===== config.mk =====
export PLATFORM = sky130hd
export DESIGN_NAME = piet_timer
export DESIGN_NICKNAME = d
export VERILOG_FILES = /design/src/piet_timer.v
export VERILOG_INCLUDE_DIRS = /design/src
export SDC_FILE = /design/constraint.sdc
export NUM_CORES = 1
export LEC_CHECK = 0
export ABC_AREA = 1
export BUFFER_PORTS_ARGS = -buffer_cell sky130_fd_sc_hd__buf_2
export CORE_MARGIN = 5
export CORE_UTILIZATION = 55
export DETAILED_ROUTE_END_ITERATION = 12
export GPL_TIMING_DRIVEN = 1
export PLACE_DENSITY = 0.74
export SKIP_LAST_GASP = 1
export SLEW_MARGIN = 20
export SYNTH_ARGS = -nofsm -noshare
export SYNTH_HDL_FRONTEND = slang
export SYNTH_SLANG_ARGS = --single-unit

===== constraint.sdc =====
create_clock -name clk -period 5.6 [get_ports clk]
set_clock_uncertainty 0.05 [all_clocks]
set_input_delay 0 -clock clk [delete_from_list [all_inputs] [get_ports clk]]
set_output_delay 0 -clock clk [all_outputs]
set_load 0.01 [all_outputs]

===== src/piet_defines.vh =====
// Purpose: Shared constants of the interval and event timer.
// Assumes: A 250 MHz system clock and a 10 MHz oscillator reference.
// Notes:   Register select codes follow the word address bit of the bus.
`ifndef PIET_DEFINES_VH
`define PIET_DEFINES_VH

// ============================================================
// Register selection
`define PIET_SEL_CSR 1'b0
`define PIET_SEL_BPR 1'b1

// ============================================================
// Control/status bit positions
`define PIET_GO 0
`define PIET_MODE_LO 1
`define PIET_MODE_HI 2
`define PIET_RATE_LO 3
`define PIET_RATE_HI 5
`define PIET_OVF_EN 6
`define PIET_OVF_FLAG 7
`define PIET_SIM_T1 8
`define PIET_SIM_T2 9
`define PIET_SIM_OSC 10
`define PIET_OSC_DIS 11
`define PIET_OVERRUN 12
`define PIET_TSE 13
`define PIET_T2_EN 14
`define PIET_T2_FLAG 15

// ============================================================
// Modes and clock-source codes
`define PIET_MODE_SINGLE 2'h0
`define PIET_MODE_REPEAT 2'h1
`define PIET_MODE_EVENT 2'h2
`define PIET_MODE_ZBASE 2'h3
`define PIET_RATE_STOP 3'h0
`define PIET_RATE_1M 3'h1
`define PIET_RATE_100K 3'h2
`define PIET_RATE_10K 3'h3
`define PIET_RATE_1K 3'h4
`define PIET_RATE_100 3'h5
`define PIET_RATE_T1 3'h6
`define PIET_RATE_LINE 3'h7

// ============================================================
// Reset values and timing
`define PIET_CSR_RST 16'h0000
`define PIET_BPR_RST 16'h0000
`define PIET_CNT_MAX 16'hFFFF
`define PIET_CLK_MHZ 250
`define PIET_OSC_MHZ 10
`define PIET_OSC_DIV (`PIET_CLK_MHZ / `PIET_OSC_MHZ)
`define PIET_DECADE 10
`define PIET_PULSE_NS 500
`define PIET_PULSE_CYC ((`PIET_PULSE_NS * `PIET_CLK_MHZ) / 1000)

`endif


===== src/piet_timer.v =====
// Purpose: Control/status, preset buffer and counter of an interval and
//          event timer reached from a processor bus.
// Assumes: Register strobes and bus_init are synchronous to clk; the
//          trigger and line inputs are asynchronous pins.
// Notes:   Pins pass two synchroniser flops before any edge is taken.
// Summary of operation
// - Setting start bit counts at rate chosen by clock-source field.
// - Mode 0 overflow clears start bit; other modes keep it set.
// - Clearing start bit or bus initialize resets and halts counter.
// - Mode bits: single, repeated, event timing, zero-base event timing.
// - Source codes: stop, 1 MHz, 100 kHz, 10 kHz, 1 kHz, 100 Hz, trigger one, line.
// - Overflow enable with overflow flag requests interrupt; clearing cancels.
// - Overflow sets flag; write zero, start rise or initialize clears.
// - Overflow request has priority over trigger-two request.
// - Trigger-one simulation bit acts like a trigger-one firing.
// - Trigger-two simulation bit acts like a trigger-two firing.
// - Oscillator simulation bit gives one tick while oscillator disabled.
// - Oscillator-disable bit stops the crystal from advancing the counter.
// - Simulation bits need no clearing and read back as zero.
// - Overrun set on repeat overflow or trigger two; cleared like flags.
// - Trigger-start enable: trigger-two flag sets start, clears enable.
// - Trigger-two enable with trigger-two flag requests; clearing cancels.
// - Trigger-two flag set on firing when start or trigger-start set.
// - Trigger-two flag cleared by write zero, initialize, some start rises.
// - Single interval loads preset on start, stops after overflow.
// - Repeated interval reloads preset each overflow and sets flag.
// - Event modes copy counter into preset register on trigger two.
// - Zero-base mode clears counter in the same cycle as the copy.
`timescale 1ns/1ps
`include "piet_defines.vh"

module piet_timer (
   input wire clk, // 250 MHz system clock
   input wire sys_rst, // synchronous reset, active high
   input wire clk_en, // freezes all state while low
   input wire bus_init, // bus initialize, active high
   input wire reg_sel, // word select: TIMER_CONTROL_STATUS or BUFFER_PRESET_REGISTER
   input wire reg_wr, // write strobe, one cycle
   input wire reg_rd, // read strobe, one cycle
   input wire [15:0] reg_wdata, // write data
   output reg [15:0] reg_rdata, // read data, valid after read
   input wire external_trigger_one, // trigger one pin, async
   input wire external_trigger_two, // trigger two pin, async
   input wire line_frequency_event, // line clock pin, async
   output reg overflow_pulse_out, // stretched overflow pulse
   output reg irq_req, // any enabled request pending
   output reg irq_from_trigger // request source: 0 overflow
);

// ============================================================
// Pin synchronisers and edge detection
   reg [2:0] sync1_ff;
   reg [2:0] sync2_ff;
   reg [2:0] sync3_ff;
   wire [2:0] pin_raw;
   wire [2:0] pin_edge;
   assign pin_raw = {line_frequency_event, external_trigger_two,
                     external_trigger_one};

   genvar gi;
   generate
      for (gi = 0; gi < 3; gi = gi + 1) begin : g_sync
         always @(posedge clk) begin
            if (sys_rst) begin
               sync1_ff[gi] <= 1'b0;
               sync2_ff[gi] <= 1'b0;
               sync3_ff[gi] <= 1'b0;
            end else if (clk_en) begin
               sync1_ff[gi] <= pin_raw[gi];
               sync2_ff[gi] <= sync1_ff[gi];
               sync3_ff[gi] <= sync2_ff[gi];
            end
         end
         assign pin_edge[gi] = sync2_ff[gi] & ~sync3_ff[gi];
      end
   endgenerate

// ============================================================
// Register state
   reg go_ff;
   reg go_dly_ff;
   reg [1:0] mode_ff;
   reg [2:0] rate_ff;
   reg ovf_en_ff;
   reg ovf_flag_ff;
   reg osc_dis_ff;
   reg overrun_ff;
   reg tse_ff;
   reg tse_fired_ff;
   reg t2_en_ff;
   reg t2_flag_ff;
   reg [15:0] bpr_ff;
   reg [15:0] cnt_ff;
   reg [4:0] osc_div_ff;
   reg [6:0] pulse_cnt_ff;
   reg nxt_go;
   reg [1:0] nxt_mode;
   reg [2:0] nxt_rate;
   reg nxt_ovf_en;
   reg nxt_ovf_flag;
   reg nxt_osc_dis;
   reg nxt_overrun;
   reg nxt_tse;
   reg nxt_tse_fired;
   reg nxt_t2_en;
   reg nxt_t2_flag;
   reg [15:0] nxt_bpr;
   reg [15:0] nxt_cnt;
   reg ovf_now;
   wire csr_wr;
   wire bpr_wr;
   wire go_rise;
   wire [15:0] csr_view;
   assign csr_wr = reg_wr & (reg_sel == `PIET_SEL_CSR);
   assign bpr_wr = reg_wr & (reg_sel == `PIET_SEL_BPR);
   assign go_rise = go_ff & ~go_dly_ff;

// ============================================================
// Oscillator and decade divider chain
   wire osc_raw;
   wire osc_tick;
   wire [5:0] dec_tick;
   wire t1_fire;
   wire t2_fire;
   reg cnt_tick;
   localparam integer OSC_LAST = `PIET_OSC_DIV - 1;
   localparam integer DEC_LAST = `PIET_DECADE - 1;
   localparam integer PULSE_LAST = `PIET_PULSE_CYC - 1;
   assign osc_raw = (osc_div_ff == OSC_LAST[4:0]);
   assign osc_tick = osc_dis_ff ? (csr_wr & reg_wdata[`PIET_SIM_OSC])
                                : osc_raw;
   assign dec_tick[0] = osc_tick;

   always @(posedge clk) begin
      if (sys_rst || (clk_en && osc_raw)) begin
         osc_div_ff <= 5'h00;
      end else if (clk_en) begin
         osc_div_ff <= osc_div_ff + 5'h01;
      end
   end

   generate
      for (gi = 0; gi < 5; gi = gi + 1) begin : g_decade
         reg [3:0] dec_ff;
         always @(posedge clk) begin
            if (sys_rst || (clk_en && dec_tick[gi+1])) begin
               dec_ff <= 4'h0;
            end else if (clk_en && dec_tick[gi]) begin
               dec_ff <= dec_ff + 4'h1;
            end
         end
         assign dec_tick[gi+1] = dec_tick[gi] & (dec_ff == DEC_LAST[3:0]);
      end
   endgenerate

   assign t1_fire = pin_edge[0] | (csr_wr & reg_wdata[`PIET_SIM_T1]);
   assign t2_fire = pin_edge[1] | (csr_wr & reg_wdata[`PIET_SIM_T2]);

   always @* begin
      case (rate_ff)
         `PIET_RATE_1M: cnt_tick = dec_tick[1];
         `PIET_RATE_100K: cnt_tick = dec_tick[2];
         `PIET_RATE_10K: cnt_tick = dec_tick[3];
         `PIET_RATE_1K: cnt_tick = dec_tick[4];
         `PIET_RATE_100: cnt_tick = dec_tick[5];
         `PIET_RATE_T1: cnt_tick = t1_fire;
         `PIET_RATE_LINE: cnt_tick = pin_edge[2];
         default: cnt_tick = 1'b0;
      endcase
   end

// ============================================================
// Next-state logic; later assignments win, so hardware sets beat clears.
   always @* begin
      nxt_go = go_ff;
      nxt_mode = mode_ff;
      nxt_rate = rate_ff;
      nxt_ovf_en = ovf_en_ff;
      nxt_ovf_flag = ovf_flag_ff;
      nxt_osc_dis = osc_dis_ff;
      nxt_overrun = overrun_ff;
      nxt_tse = tse_ff;
      nxt_tse_fired = tse_fired_ff;
      nxt_t2_en = t2_en_ff;
      nxt_t2_flag = t2_flag_ff;
      nxt_bpr = bpr_ff;
      nxt_cnt = cnt_ff;
      ovf_now = 1'b0;
      if (csr_wr) begin
         nxt_go = reg_wdata[`PIET_GO];
         nxt_mode = reg_wdata[`PIET_MODE_HI:`PIET_MODE_LO];
         nxt_rate = reg_wdata[`PIET_RATE_HI:`PIET_RATE_LO];
         nxt_ovf_en = reg_wdata[`PIET_OVF_EN];
         nxt_osc_dis = reg_wdata[`PIET_OSC_DIS];
         nxt_tse = reg_wdata[`PIET_TSE];
         nxt_t2_en = reg_wdata[`PIET_T2_EN];
         if (!reg_wdata[`PIET_OVF_FLAG]) begin
            nxt_ovf_flag = 1'b0;
         end
         if (!reg_wdata[`PIET_OVERRUN]) begin
            nxt_overrun = 1'b0;
         end
         if (!reg_wdata[`PIET_T2_FLAG]) begin
            nxt_t2_flag = 1'b0;
         end
      end
      if (bpr_wr) begin
         nxt_bpr = reg_wdata;
      end
      if (!go_ff) begin
         nxt_cnt = 16'h0000;
      end
      if (go_rise) begin
         nxt_ovf_flag = 1'b0;
         nxt_overrun = 1'b0;
         nxt_tse = 1'b0;
         if (!tse_fired_ff) begin
            nxt_t2_flag = 1'b0;
         end
         nxt_tse_fired = 1'b0;
         if (!mode_ff[1]) begin
            nxt_cnt = bpr_ff;
         end else begin
            nxt_cnt = 16'h0000;
         end
      end else if (go_ff && cnt_tick) begin
         if (cnt_ff == `PIET_CNT_MAX) begin
            ovf_now = 1'b1;
            nxt_overrun = nxt_overrun | ovf_flag_ff;
            nxt_ovf_flag = 1'b1;
            nxt_cnt = 16'h0000;
            if (mode_ff == `PIET_MODE_SINGLE) begin
               nxt_go = 1'b0;
            end
            if (mode_ff == `PIET_MODE_REPEAT) begin
               nxt_cnt = bpr_ff;
            end
         end else begin
            nxt_cnt = cnt_ff + 16'h0001;
         end
      end
      if (t2_fire && (go_ff || tse_ff)) begin
         nxt_overrun = nxt_overrun | t2_flag_ff;
         nxt_t2_flag = 1'b1;
         if (tse_ff) begin
            nxt_go = 1'b1;
            nxt_tse = 1'b0;
            nxt_tse_fired = 1'b1;
         end
         if (go_ff && mode_ff[1]) begin
            nxt_bpr = cnt_ff;
            if (mode_ff == `PIET_MODE_ZBASE) begin
               nxt_cnt = 16'h0000;
            end
         end
      end
   end

// ============================================================
// State registers
   always @(posedge clk) begin
      if (sys_rst || (clk_en && bus_init)) begin
         go_ff <= 1'b0;
         go_dly_ff <= 1'b0;
         mode_ff <= `PIET_MODE_SINGLE;
         rate_ff <= `PIET_RATE_STOP;
         ovf_en_ff <= 1'b0;
         ovf_flag_ff <= 1'b0;
         osc_dis_ff <= 1'b0;
         overrun_ff <= 1'b0;
         tse_ff <= 1'b0;
         tse_fired_ff <= 1'b0;
         t2_en_ff <= 1'b0;
         t2_flag_ff <= 1'b0;
         bpr_ff <= `PIET_BPR_RST;
         cnt_ff <= 16'h0000;
      end else if (clk_en) begin
         go_ff <= nxt_go;
         go_dly_ff <= go_ff;
         mode_ff <= nxt_mode;
         rate_ff <= nxt_rate;
         ovf_en_ff <= nxt_ovf_en;
         ovf_flag_ff <= nxt_ovf_flag;
         osc_dis_ff <= nxt_osc_dis;
         overrun_ff <= nxt_overrun;
         tse_ff <= nxt_tse;
         tse_fired_ff <= nxt_tse_fired;
         t2_en_ff <= nxt_t2_en;
         t2_flag_ff <= nxt_t2_flag;
         bpr_ff <= nxt_bpr;
         cnt_ff <= nxt_cnt;
      end
   end

// ============================================================
// Read path, requests and overflow pulse
   // Simulation bits read zero
   assign csr_view = {t2_flag_ff, t2_en_ff, tse_ff, overrun_ff,
                      osc_dis_ff, 3'h0, ovf_flag_ff, ovf_en_ff,
                      rate_ff, mode_ff, go_ff};

   always @(posedge clk) begin
      if (sys_rst || (clk_en && bus_init)) begin
         reg_rdata <= 16'h0000;
         irq_req <= 1'b0;
         irq_from_trigger <= 1'b0;
         overflow_pulse_out <= 1'b0;
         pulse_cnt_ff <= 7'h00;
      end else if (clk_en) begin
         if (reg_rd) begin
            if (reg_sel == `PIET_SEL_CSR) begin
               reg_rdata <= csr_view;
            end else begin
               reg_rdata <= bpr_ff;
            end
         end
         irq_req <= (ovf_en_ff & ovf_flag_ff) | (t2_en_ff & t2_flag_ff);
         irq_from_trigger <= ~(ovf_en_ff & ovf_flag_ff);
         // Stretched to 125 cycles for slow external logic; an overflow during the pulse restarts it.
         if (ovf_now) begin
            pulse_cnt_ff <= PULSE_LAST[6:0];
            overflow_pulse_out <= 1'b1;
         end else if (pulse_cnt_ff != 7'h00) begin
            pulse_cnt_ff <= pulse_cnt_ff - 7'h01;
         end else begin
            overflow_pulse_out <= 1'b0;
         end
      end
   end

endmodule // piet_timer


==> impl_results.md, run 1 <==
- Post-synth top area share: 35.6%
- Mapped Area: 0.00601 sq mm
- Post-Layout Cell Count: around 1100
- Initial Util: a little under three fifths
- Most Crowded Layer GR: met2
- Worst-path clk slew: approximately 0.11 ns
- Clock latency on the worst-skew pair: about 0.4 ns
- Crit path DAT: ~3.2 ns
- Filler Cell Count: between 1000 and 1500
- Power Density: about 230 mW/mm^2
- Biggest area consumer among synthesized cells: dfxtp_1
- Final Max Tran Viols: 0
- Clk sinks: around 110
- # setup viols final: 0
- Reg2reg start: go_ff
- Layout cells sized above 1: about an eighth
- CTS Buf Count: 9
- Ant diodes: 0
- CTS tree: done
- Total Power: about 0.0015 W
- Hold path cells: 5
- Initial antenna violation count: 0
- Core Area: 0.0108 sq mm
- Combinational power share: 16.1%
- Final worst path period need: 2.95 ns
- CP Cell Sequence: dlygate4sd3_1 > buf_2 > nor2_4 > inv_2 > o22ai_2 > inv_2 > nor3_4 > inv_2 > a21oi_4 > nor2_1 > a311oi_2
- Bufs on Longest Clock Path: 2
- Worst EP required: ~5.9 ns
- Final period utilization: approximately 53%
- Vias/cell: 5.33
- Leakage Power: around 2.8 nW
- H-tree levels: 3
- Internal power: around 0.0010 W
- Top FF cell, synth: dfxtp_1
- Largest delay share family, worst path: buffers and inverters
- Final WL: roughly 15000 um
- Sw Ratio: 31.0%
- CP startpoint kind: primary input
- Synthesized area per cell: between 6 and 7 sq um
- Flops & latches, synth: 107
- Placed Instances: 1036
- Clk root buf: clkbuf_8
- Number of global-route vias before repair: roughly 5300
- Rel. slew slack: between 30% and 40%
- Met3 usage: under 10%
- Netlist cell types: 40
- Most frequent cells in the layout: nand2_1, dfxtp_1, a21oi_1
- Yosys Warn Count: 0
- Buffers & Inverters on Critical Path: 5
- First-pass GRT wire length: between 20000 and 30000 um
- Peak VDD IR: 0.000236 V
- Status: completed
- Most Frequent Cell on Critical Path: inv_2
- Number of synthesized flops with an enable pin: 0
- Max Cap Viol: 0
- Slew @ Worst Pin: 0.972 ns
- Syn_nets: between 900 and 1000
- FP Rows: 38
- Seq pwr share: 53.9%
- Slowest cell on crit path: a21oi_4
- Flop-to-flop setup slack: 2.66 ns
- ANT nets after route: 0
- Total track usage: 24.9%
- Top post-synthesis cells by area: dfxtp_1, nand2_1, a21oi_1
- Worst path max stage delay: 0.79 ns
- TritonRoute pass-1 iters: 5
- Hold path start: reg_wr
- Tightest Hold Check Type: primary input to register
- Vias: 5737
- Met1 Usage GRT: between 30% and 40%
- Placed inst area: just over 0.006 sq mm
- Post-route cell area: between 0.006 and 0.007 sq mm
- Total Nets Final: around 1000
- Most common cell after layout, fill and taps aside: nand2_1
- # DRC: 0
- Asr flop ratio synth: 0%
- Setup Buffers After CTS: 0
- Largest net degree at the start of global routing: 47
- Placer congestion estimate: 0.864
- Die H: about 110 um
- RSZ-0062 raised after global routing: no
- Die X: 115 um
- GRT overflow: 0
- Io pins: 45
- Register area share after synthesis: 35.6%
- Total negative slack: 0 ns
- Worst r2r dst: bpr_ff[12]
- Final Hold Vio Count: 0
- Die area: approximately 0.013 sq mm
- Util after Layout: around three fifths
- Iteration-0 DRC Markers: approximately 320
- WHS Endpoint: bpr_ff[6]
- Area Overhead vs Synth: 10.6%
- F_max: between 300 and 400 MHz
- Wire per inst: between 10 and 15 um
- NetSw: 0.000470 W
- Worst R2R Path Depth: 7
- Met2 Usage GRT: around 41%
- Critical Path End Type: register
- Syn Inst Count: 894
- Buffers on Ports: 44
- Half-perimeter wire length after placement: between 10000 and 15000 um
- Crit Path Class: primary input to register
- Clock Power Share: ~30%
- Worst Path Max Fanout: 31
## routing by layer
layer | vias to the layer above | routed length (um)
li1 | 2982 | -
met1 | 2587 | 7020
met2 | 146 | 7210
met3 | 22 | 872
met4 | 0 | 254
met5 | - | 0
## through the flow
stage	hold slack, ns	setup WS (ns)
2_1_floorplan	0.0849	3.69
3_3_place_gp	0.169	2.80
3_5_place_dp	0.176	2.71
4_1_cts	0.0455	2.65
5_1_grt	0.0790	2.33
6_report	0.0625	2.65
## cell usage after synthesis (all sizes together), types with 9 or more instances
master / count
nand2: 266
dfxtp: 107
a21oi: 90
nor2: 88
inv: 81
nand3: 66
o21ai: 44
clkbuf: 25
buf: 20
a311oi: 15
ha: 15
nand4: 15
xor2: 15
nor3: 13
or2: 9
## state kept, by name (all words and copies together) (netlist names), 2 cells and up
signal           flops
bpr_ff              16
cnt_ff              16
g_decade.dec_ff     20
mode_ff              2
osc_div_ff           5
pulse_cnt_ff         7
rate_ff              3
reg_rdata           16
sync1_ff             3
sync2_ff             3
sync3_ff             3
## cell families (layout without fill, tap and decap cells)
kind of cell | count (synthesis) | count (layout) | synth area share, %
adders and majority gates | 15 | 15 | 3.12
xor gates and xnor gates | 20 | 20 | 2.91
AOI/OAI and AO/OA | 160 | 160 | 16.6
buffers and inverters | 126 | 168 | 8.47
DFF | 107 | 107 | 35.6
and+or+nand+nor | 466 | 466 | 33.2
## cell type report
| class | count | area, sq um | area share [%] |
|---|---|---|---|
| clock buffer | 10 | 128 | 1.92 |
| tap | 140 | 175 | 2.64 |
| timing repair buffer | 71 | 483 | 7.27 |
| inverter | 81 | 304 | 4.57 |
| sequential | 107 | 2140 | 32.2 |
| multi-input combinational | 661 | 3370 | 50.6 |
| clock inverter | 6 | 48.8 | 0.734 |
## worst max-delay path by stage
stage	start	end	slack [ns]	depth (start not counted)
floorplan	osc_div_ff[0]	cnt_ff[2]	3.69	17
global placement	go_ff	bpr_ff[6]	2.80	7
detailed placement	go_ff	bpr_ff[12]	2.71	7
CTS	go_ff	bpr_ff[12]	2.65	7
global route	go_ff	bpr_ff[12]	2.33	7
finish	reg_sel	bpr_ff[12]	2.65	11
## timing repair
item | CTS | global route
endpoints found under the hold margin | 45 | 0
gates resized for setup | 0 | 0
hold buffers | 24 | 0
## worst register-to-register path, cell delays in order, from the launching register on
cell      delay, ns
dfxtp_1        0.32
buf_4          0.35
inv_1          0.15
nor3_4         0.54
inv_2          0.28
a21oi_4        0.79
nor2_1         0.13
a311oi_2       0.23
## power groups by stage
stage | Combinational, W | Sequential [W] | Clock (W)
3_3_place_gp | 0.000223 | 0.000834 | 0
6_report | 0.000244 | 0.000818 | 0.000456
3_5_place_dp | 0.000226 | 0.000835 | 0
2_1_floorplan | 0.000172 | 0.000830 | 0
5_1_grt | 0.000277 | 0.000823 | 0.000500
4_1_cts | 0.000243 | 0.000817 | 0.000469
Power figures use the tool's default switching activity.
==> inputs of run 2 (changes only) <==
==> constraint.sdc (replaced) <==
create_clock -name clk -period 2.9 [get_ports clk]
set_clock_uncertainty 0.05 [all_clocks]
set_input_delay 0 -clock clk [delete_from_list [all_inputs] [get_ports clk]]
set_output_delay 0 -clock clk [all_outputs]
set_load 0.01 [all_outputs]
==> impl_results.md, run 2 (synthesis gave the netlist of run 1 again) <==
- Status: completed
- CP Cell Sequence: ha_1 > nand3_2 > nor2_4 > nand3b_2 > inv_2 > o21ai_0 > o21ai_0 > nand3_1 > nand3_1 > nand2_1 > nand2_1 > a21oi_1
- Total Nets Final: about 1000
- Post-route cell area: a little under 0.007 sq mm
- Number of global-route vias before repair: between 5000 and 6000
- Max reg flops: 20
- TritonRoute pass-1 iters: 5
- Ant diodes: 0
- Worst-path clk slew: ~0.11 ns
- RSZ-0062 raised after global routing: no
- Crit path DAT: roughly 2.6 ns
- FP Rows: 38
- CTS Buf Count: 9
- Area Overhead vs Synth: 12.7%
- Placed inst area: ~0.0063 sq mm
- Worst path max stage delay: 0.44 ns
- Largest Register: g_decade.dec_ff
- Largest delay share family, worst path: simple AND/OR/NAND/NOR gates
- GRT overflow: 0
- # setup viols final: 0
- Leakage Power: roughly 2.9 nW
- Rel. slew slack: roughly 57%
- Clk root buf: clkbuf_8
- Core Area: between 0.01 and 0.015 sq mm
- Wire per inst: around 14 um
- First-pass GRT wire length: approximately 27000 um
- CTS tree: done
- Critical Path End Type: register
- Worst setup margin: 0.576 ns
- Final WL: 15600 um
- Die H: 115 um
- Placer congestion estimate: 0.877
- Power Density: 448 mW/mm^2
- Peak VDD IR: between 0.0004 and 0.0005 V
- Crit Path Class: register to register
- Layout cells sized above 1: between 10% and 20%
- Io pins: between 40 and 50
- Post-Layout Cell Count: between 1000 and 1500
- Die area: 0.0131 sq mm
- Initial Util: between 50% and 60%
- Tightest Hold Check Type: primary input to register
- Vias/cell: approximately 5.4
- Most common cell after layout, fill and taps aside: nand2_1
- Final worst path period need: around 2.3 ns
- CP startpoint kind: register
- Final Hold Vio Count: 0
- # DRC: 0
- Placed Instances: around 1000
- Half-perimeter wire length after placement: around 11000 um
- Bufs on Longest Clock Path: 2
- Iteration-0 DRC Markers: about 460
- Initial antenna violation count: 0
- Buffers & Inverters on Critical Path: 1
- Largest net degree at the start of global routing: 38
- Most frequent cells in the layout: nand2_1, dfxtp_1, a21oi_1
- WHS: roughly 0.085 ns
- Final period utilization: 80.2%
- H-tree levels: 3
- Worst EP required: 3.15 ns
- Clock latency on the worst-skew pair: approximately 0.4 ns
- Total negative slack: 0 ns
- Vias: between 5000 and 6000
- Setup Buffers After CTS: 0
- Worst Path Max Fanout: 16
- Filler Cell Count: a little over 1000
- Setup slack at placement: roughly 0.65 ns
- Final Max Tran Viols: 0
- Slew @ Worst Pin: between 0.6 and 0.7 ns
- Total track usage: 25.0%
- ANT nets after route: 0
- Max Cap Viol: 0
- Slowest cell on crit path: dfxtp_1
- Clk sinks: around 110
- Die X: around 110 um
- Buffers on Ports: 44
- F_max: 430 MHz
run 2: where the power goes:
| part | internal, W | switching (W) |
|---|---|---|
| Clock | 0.000415 | 0.000571 |
| Combinational | 0.000178 | 0.000296 |
| Sequential | 0.00153 | 0.0000493 |
run 2: layer usage:
metal,vias to the layer above,share of wire [%],global-route usage (%)
met2,190,46,41.1
met4,0,1.8,9.18
met1,2701,46,34.0
li1,3013,-,-
met3,25,5.6,2.70
met5,-,0,0
run 2: path summary, 6_finish.rpt:
| path | slack [ns] | cells past startpoint | start | to |
|---|---|---|---|---|
| hold reg to reg | 0.41 | 2 | sync3_ff[2] | sync3_ff[2] |
| hold / removal | 0.08 | 5 | reg_wr | bpr_ff[6] |
| setup / recovery | 0.58 | 12 | cnt_ff[0] | cnt_ff[1] |
| setup reg to reg | 0.58 | 12 | cnt_ff[0] | cnt_ff[1] |
run 2: stage by stage:
| step | util (%) | power, W |
|---|---|---|
| floorplan | - | 0.00193 |
| global placement | 58.5 | 0.00205 |
| detailed placement | 58.5 | 0.00206 |
| CTS | 62.8 | 0.00305 |
| global route | 62.8 | 0.00318 |
| finish | 62.8 | 0.00304 |
run 2: worst reg2reg max path, delay by kind of cell (launching register included):
family                     cells  cell delay, ns
AOI/OAI and AO/OA              3            0.28
adders and majority gates      1            0.23
buffers and inverters          1            0.28
DFF                            1            0.44
and+or+nand+nor                7            0.94
run 2: timing repair:
| action | in CTS | in global routing |
|---|---|---|
| hold buffers | 25 | 0 |
| hold endpoints to repair | 42 | 0 |
| resized for setup | 0 | 0 |
run 2: area by class of cell:
type                            count  area [sq um]  share of cell area (%)
Clock buffer                        9           124                    1.83
Clock inverter                      7          81.3                    1.20
Sequential cell                   107          2140                    31.6
Tap cell                          140           175                    2.59
Inverter                           81           304                    4.49
Timing Repair Buffer               84           583                    8.61
Multi-Input combinational cell    661          3360                    49.7
==> inputs of run 3 (changes only) <==
==> constraint.sdc (replaced) <==
create_clock -name clk -period 2.2 [get_ports clk]
set_clock_uncertainty 0.05 [all_clocks]
set_input_delay 0 -clock clk [delete_from_list [all_inputs] [get_ports clk]]
set_output_delay 0 -clock clk [all_outputs]
set_load 0.01 [all_outputs]
==> impl_results.md, run 3 (synthesis gave the netlist of run 1 again) <==
- Worst Path Max Fanout: 8
- FP Rows: 38
- Leakage Power: approximately 3 nW
- CTS tree: done
- F_max: approximately 490 MHz
- TritonRoute pass-1 iters: 5
- Clock latency on the worst-skew pair: roughly 0.4 ns
- Iteration-0 DRC Markers: approximately 460
- Max reg flops: 20
- Crit path DAT: between 2 and 2.5 ns
- Final Max Tran Viols: 0
- Ant diodes: 0
- GRT overflow: 0
- Core Area: between 0.01 and 0.015 sq mm
- Most Frequent Cell on Critical Path: nand2_1
- Largest net degree at the start of global routing: 38
- Initial antenna violation count: 0
- Number of global-route vias before repair: between 5000 and 6000
- Layout cells sized above 1: about 17%
- Crit. path cell count: 14
- Initial Util: between 50% and 60%
- Die area: roughly 0.013 sq mm
- Crit Path Class: register to register
- Total Power: about 0.004 W
- Power Density: ~570 mW/mm^2
- Worst R2R Path Depth: 14
- Clk sinks: between 100 and 150
- Status: completed
- Flop-to-flop setup slack: between 0.1 and 0.15 ns
- Hold path cells: 4
- Buffers on Ports: 44
- Tightest Hold Check Type: primary input to register
- Total Nets Final: between 1000 and 1500
- Critical Path End Type: register
- CP Launch Point: g_decade[2].dec_ff[0]
- Max Cap Viol: 0
- Reg2reg start: g_decade[2].dec_ff[0]
- Final period utilization: roughly 93%
- Hold path start: reg_sel
- ANT nets after route: 0
- Most common cell after layout, fill and taps aside: nand2_1
- Worst-path clk slew: roughly 0.12 ns
- # setup viols final: 0
- WHS Endpoint: reg_rdata[14]
- Io pins: 45
- Buffers & Inverters on Critical Path: 1
- Total track usage: between 20% and 30%
- Slew @ Worst Pin: ~0.56 ns
- Final WL: 16100 um
- Placed Instances: roughly 1100
- Peak VDD IR: around 0.00062 V
- Worst r2r dst: cnt_ff[6]
- Final Hold Vio Count: 0
- Placer congestion estimate: around 0.89
- # DRC: 0
- Bufs on Longest Clock Path: 2
- Setup slack at placement: 0.159 ns
- Placed inst area: 0.00650 sq mm
- Most frequent cells in the layout: nand2_1, dfxtp_1, a21oi_1
- Post-route cell area: slightly above 0.007 sq mm
- Vias/cell: 5.40
- Vias: roughly 6000
- Area Overhead vs Synth: 17.7%
- Wire per inst: between 10 and 15 um
- Filler Cell Count: around 960
- Half-perimeter wire length after placement: between 10000 and 15000 um
- First-pass GRT wire length: ~26000 um
- CP startpoint kind: register
- Largest Register: g_decade.dec_ff
- Post-Layout Cell Count: between 1000 and 1500
- H-tree levels: 3
- Rel. slew slack: a little over three fifths
- Worst setup margin: approximately 0.15 ns
- Die X: between 100 and 150 um
- CP Cell Sequence: ha_1 > nand3_1 > nand2_1 > nand3_1 > nor2_2 > nor2_2 > nand3_4 > nand2_8 > clkbuf_16 > nand2_1 > nand3_1 > nand2_1 > nand2_1 > a21oi_2
- Clk root buf: clkbuf_8
- Final worst path period need: 2.05 ns
- Worst EP required: 2.48 ns
- Largest delay share family, worst path: simple AND/OR/NAND/NOR gates
- Worst path max stage delay: between 0.4 and 0.5 ns
- Die H: ~110 um
- CTS Buf Count: 9
- Slowest cell on crit path: dfxtp_1
run 3: tightest hold or removal path: cells and delay by family:
family | cells | cell delay [ns]
AO/OA/AOI/OAI | 1 | 0.05
buffers and inverters | 2 | 0.29
AND/OR/NAND/NOR | 1 | 0.09
run 3: how the worst max path moves through the flow:
stage / end / slack [ns]
after detailed placement: cnt_ff[7] / 0.16
after CTS: cnt_ff[7] / 0.12
after floorplan: cnt_ff[2] / 0.29
after global routing: cnt_ff[6] / -0.04
after global placement: cnt_ff[11] / 0.22
final: cnt_ff[6] / 0.15
run 3: cell type report:
type / instances / area (sq um) / area share (%)
clock buffer: 10 / 128 / 1.80
clock inverter: 6 / 81.3 / 1.15
inverter: 81 / 304 / 4.30
multi-input combinational: 661 / 3470 / 49.1
sequential: 107 / 2150 / 30.4
tap: 140 / 175 / 2.48
timing repair buffer: 101 / 766 / 10.8
run 3: timing repair:
item                                   CTS  global route
setup endpoints to repair                0            29
buffers inserted                         0             0
gates resized for setup                  0            33
endpoints found under the hold margin   36             0
hold buffers                            22             0
run 3: power breakdown:
group	internal, W	switching (W)
Clock	0.000556	0.000763
Sequential	0.00201	0.0000654
Combinational	0.000245	0.000407
run 3: stage by stage:
step / utilization, % / setup TNS [ns] / hold WS [ns]
after global placement: 60.2 / 0 / 0.174
after global routing: 65.5 / -0.124 / 0.0291
after floorplan: - / 0 / 0.0849
after CTS: 64.2 / 0 / 0.0141
final: 65.5 / 0 / 0.0238
after detailed placement: 60.2 / 0 / 0.180
run 3: metal layers:
metal	vias to the layer above	GRT usage, %	part of all wire (%)
li1	3048	-	-
met1	2712	32.9	45
met2	180	41.2	47
met3	31	4.60	5.9
met4	0	6.65	1.8
met5	-	0	0
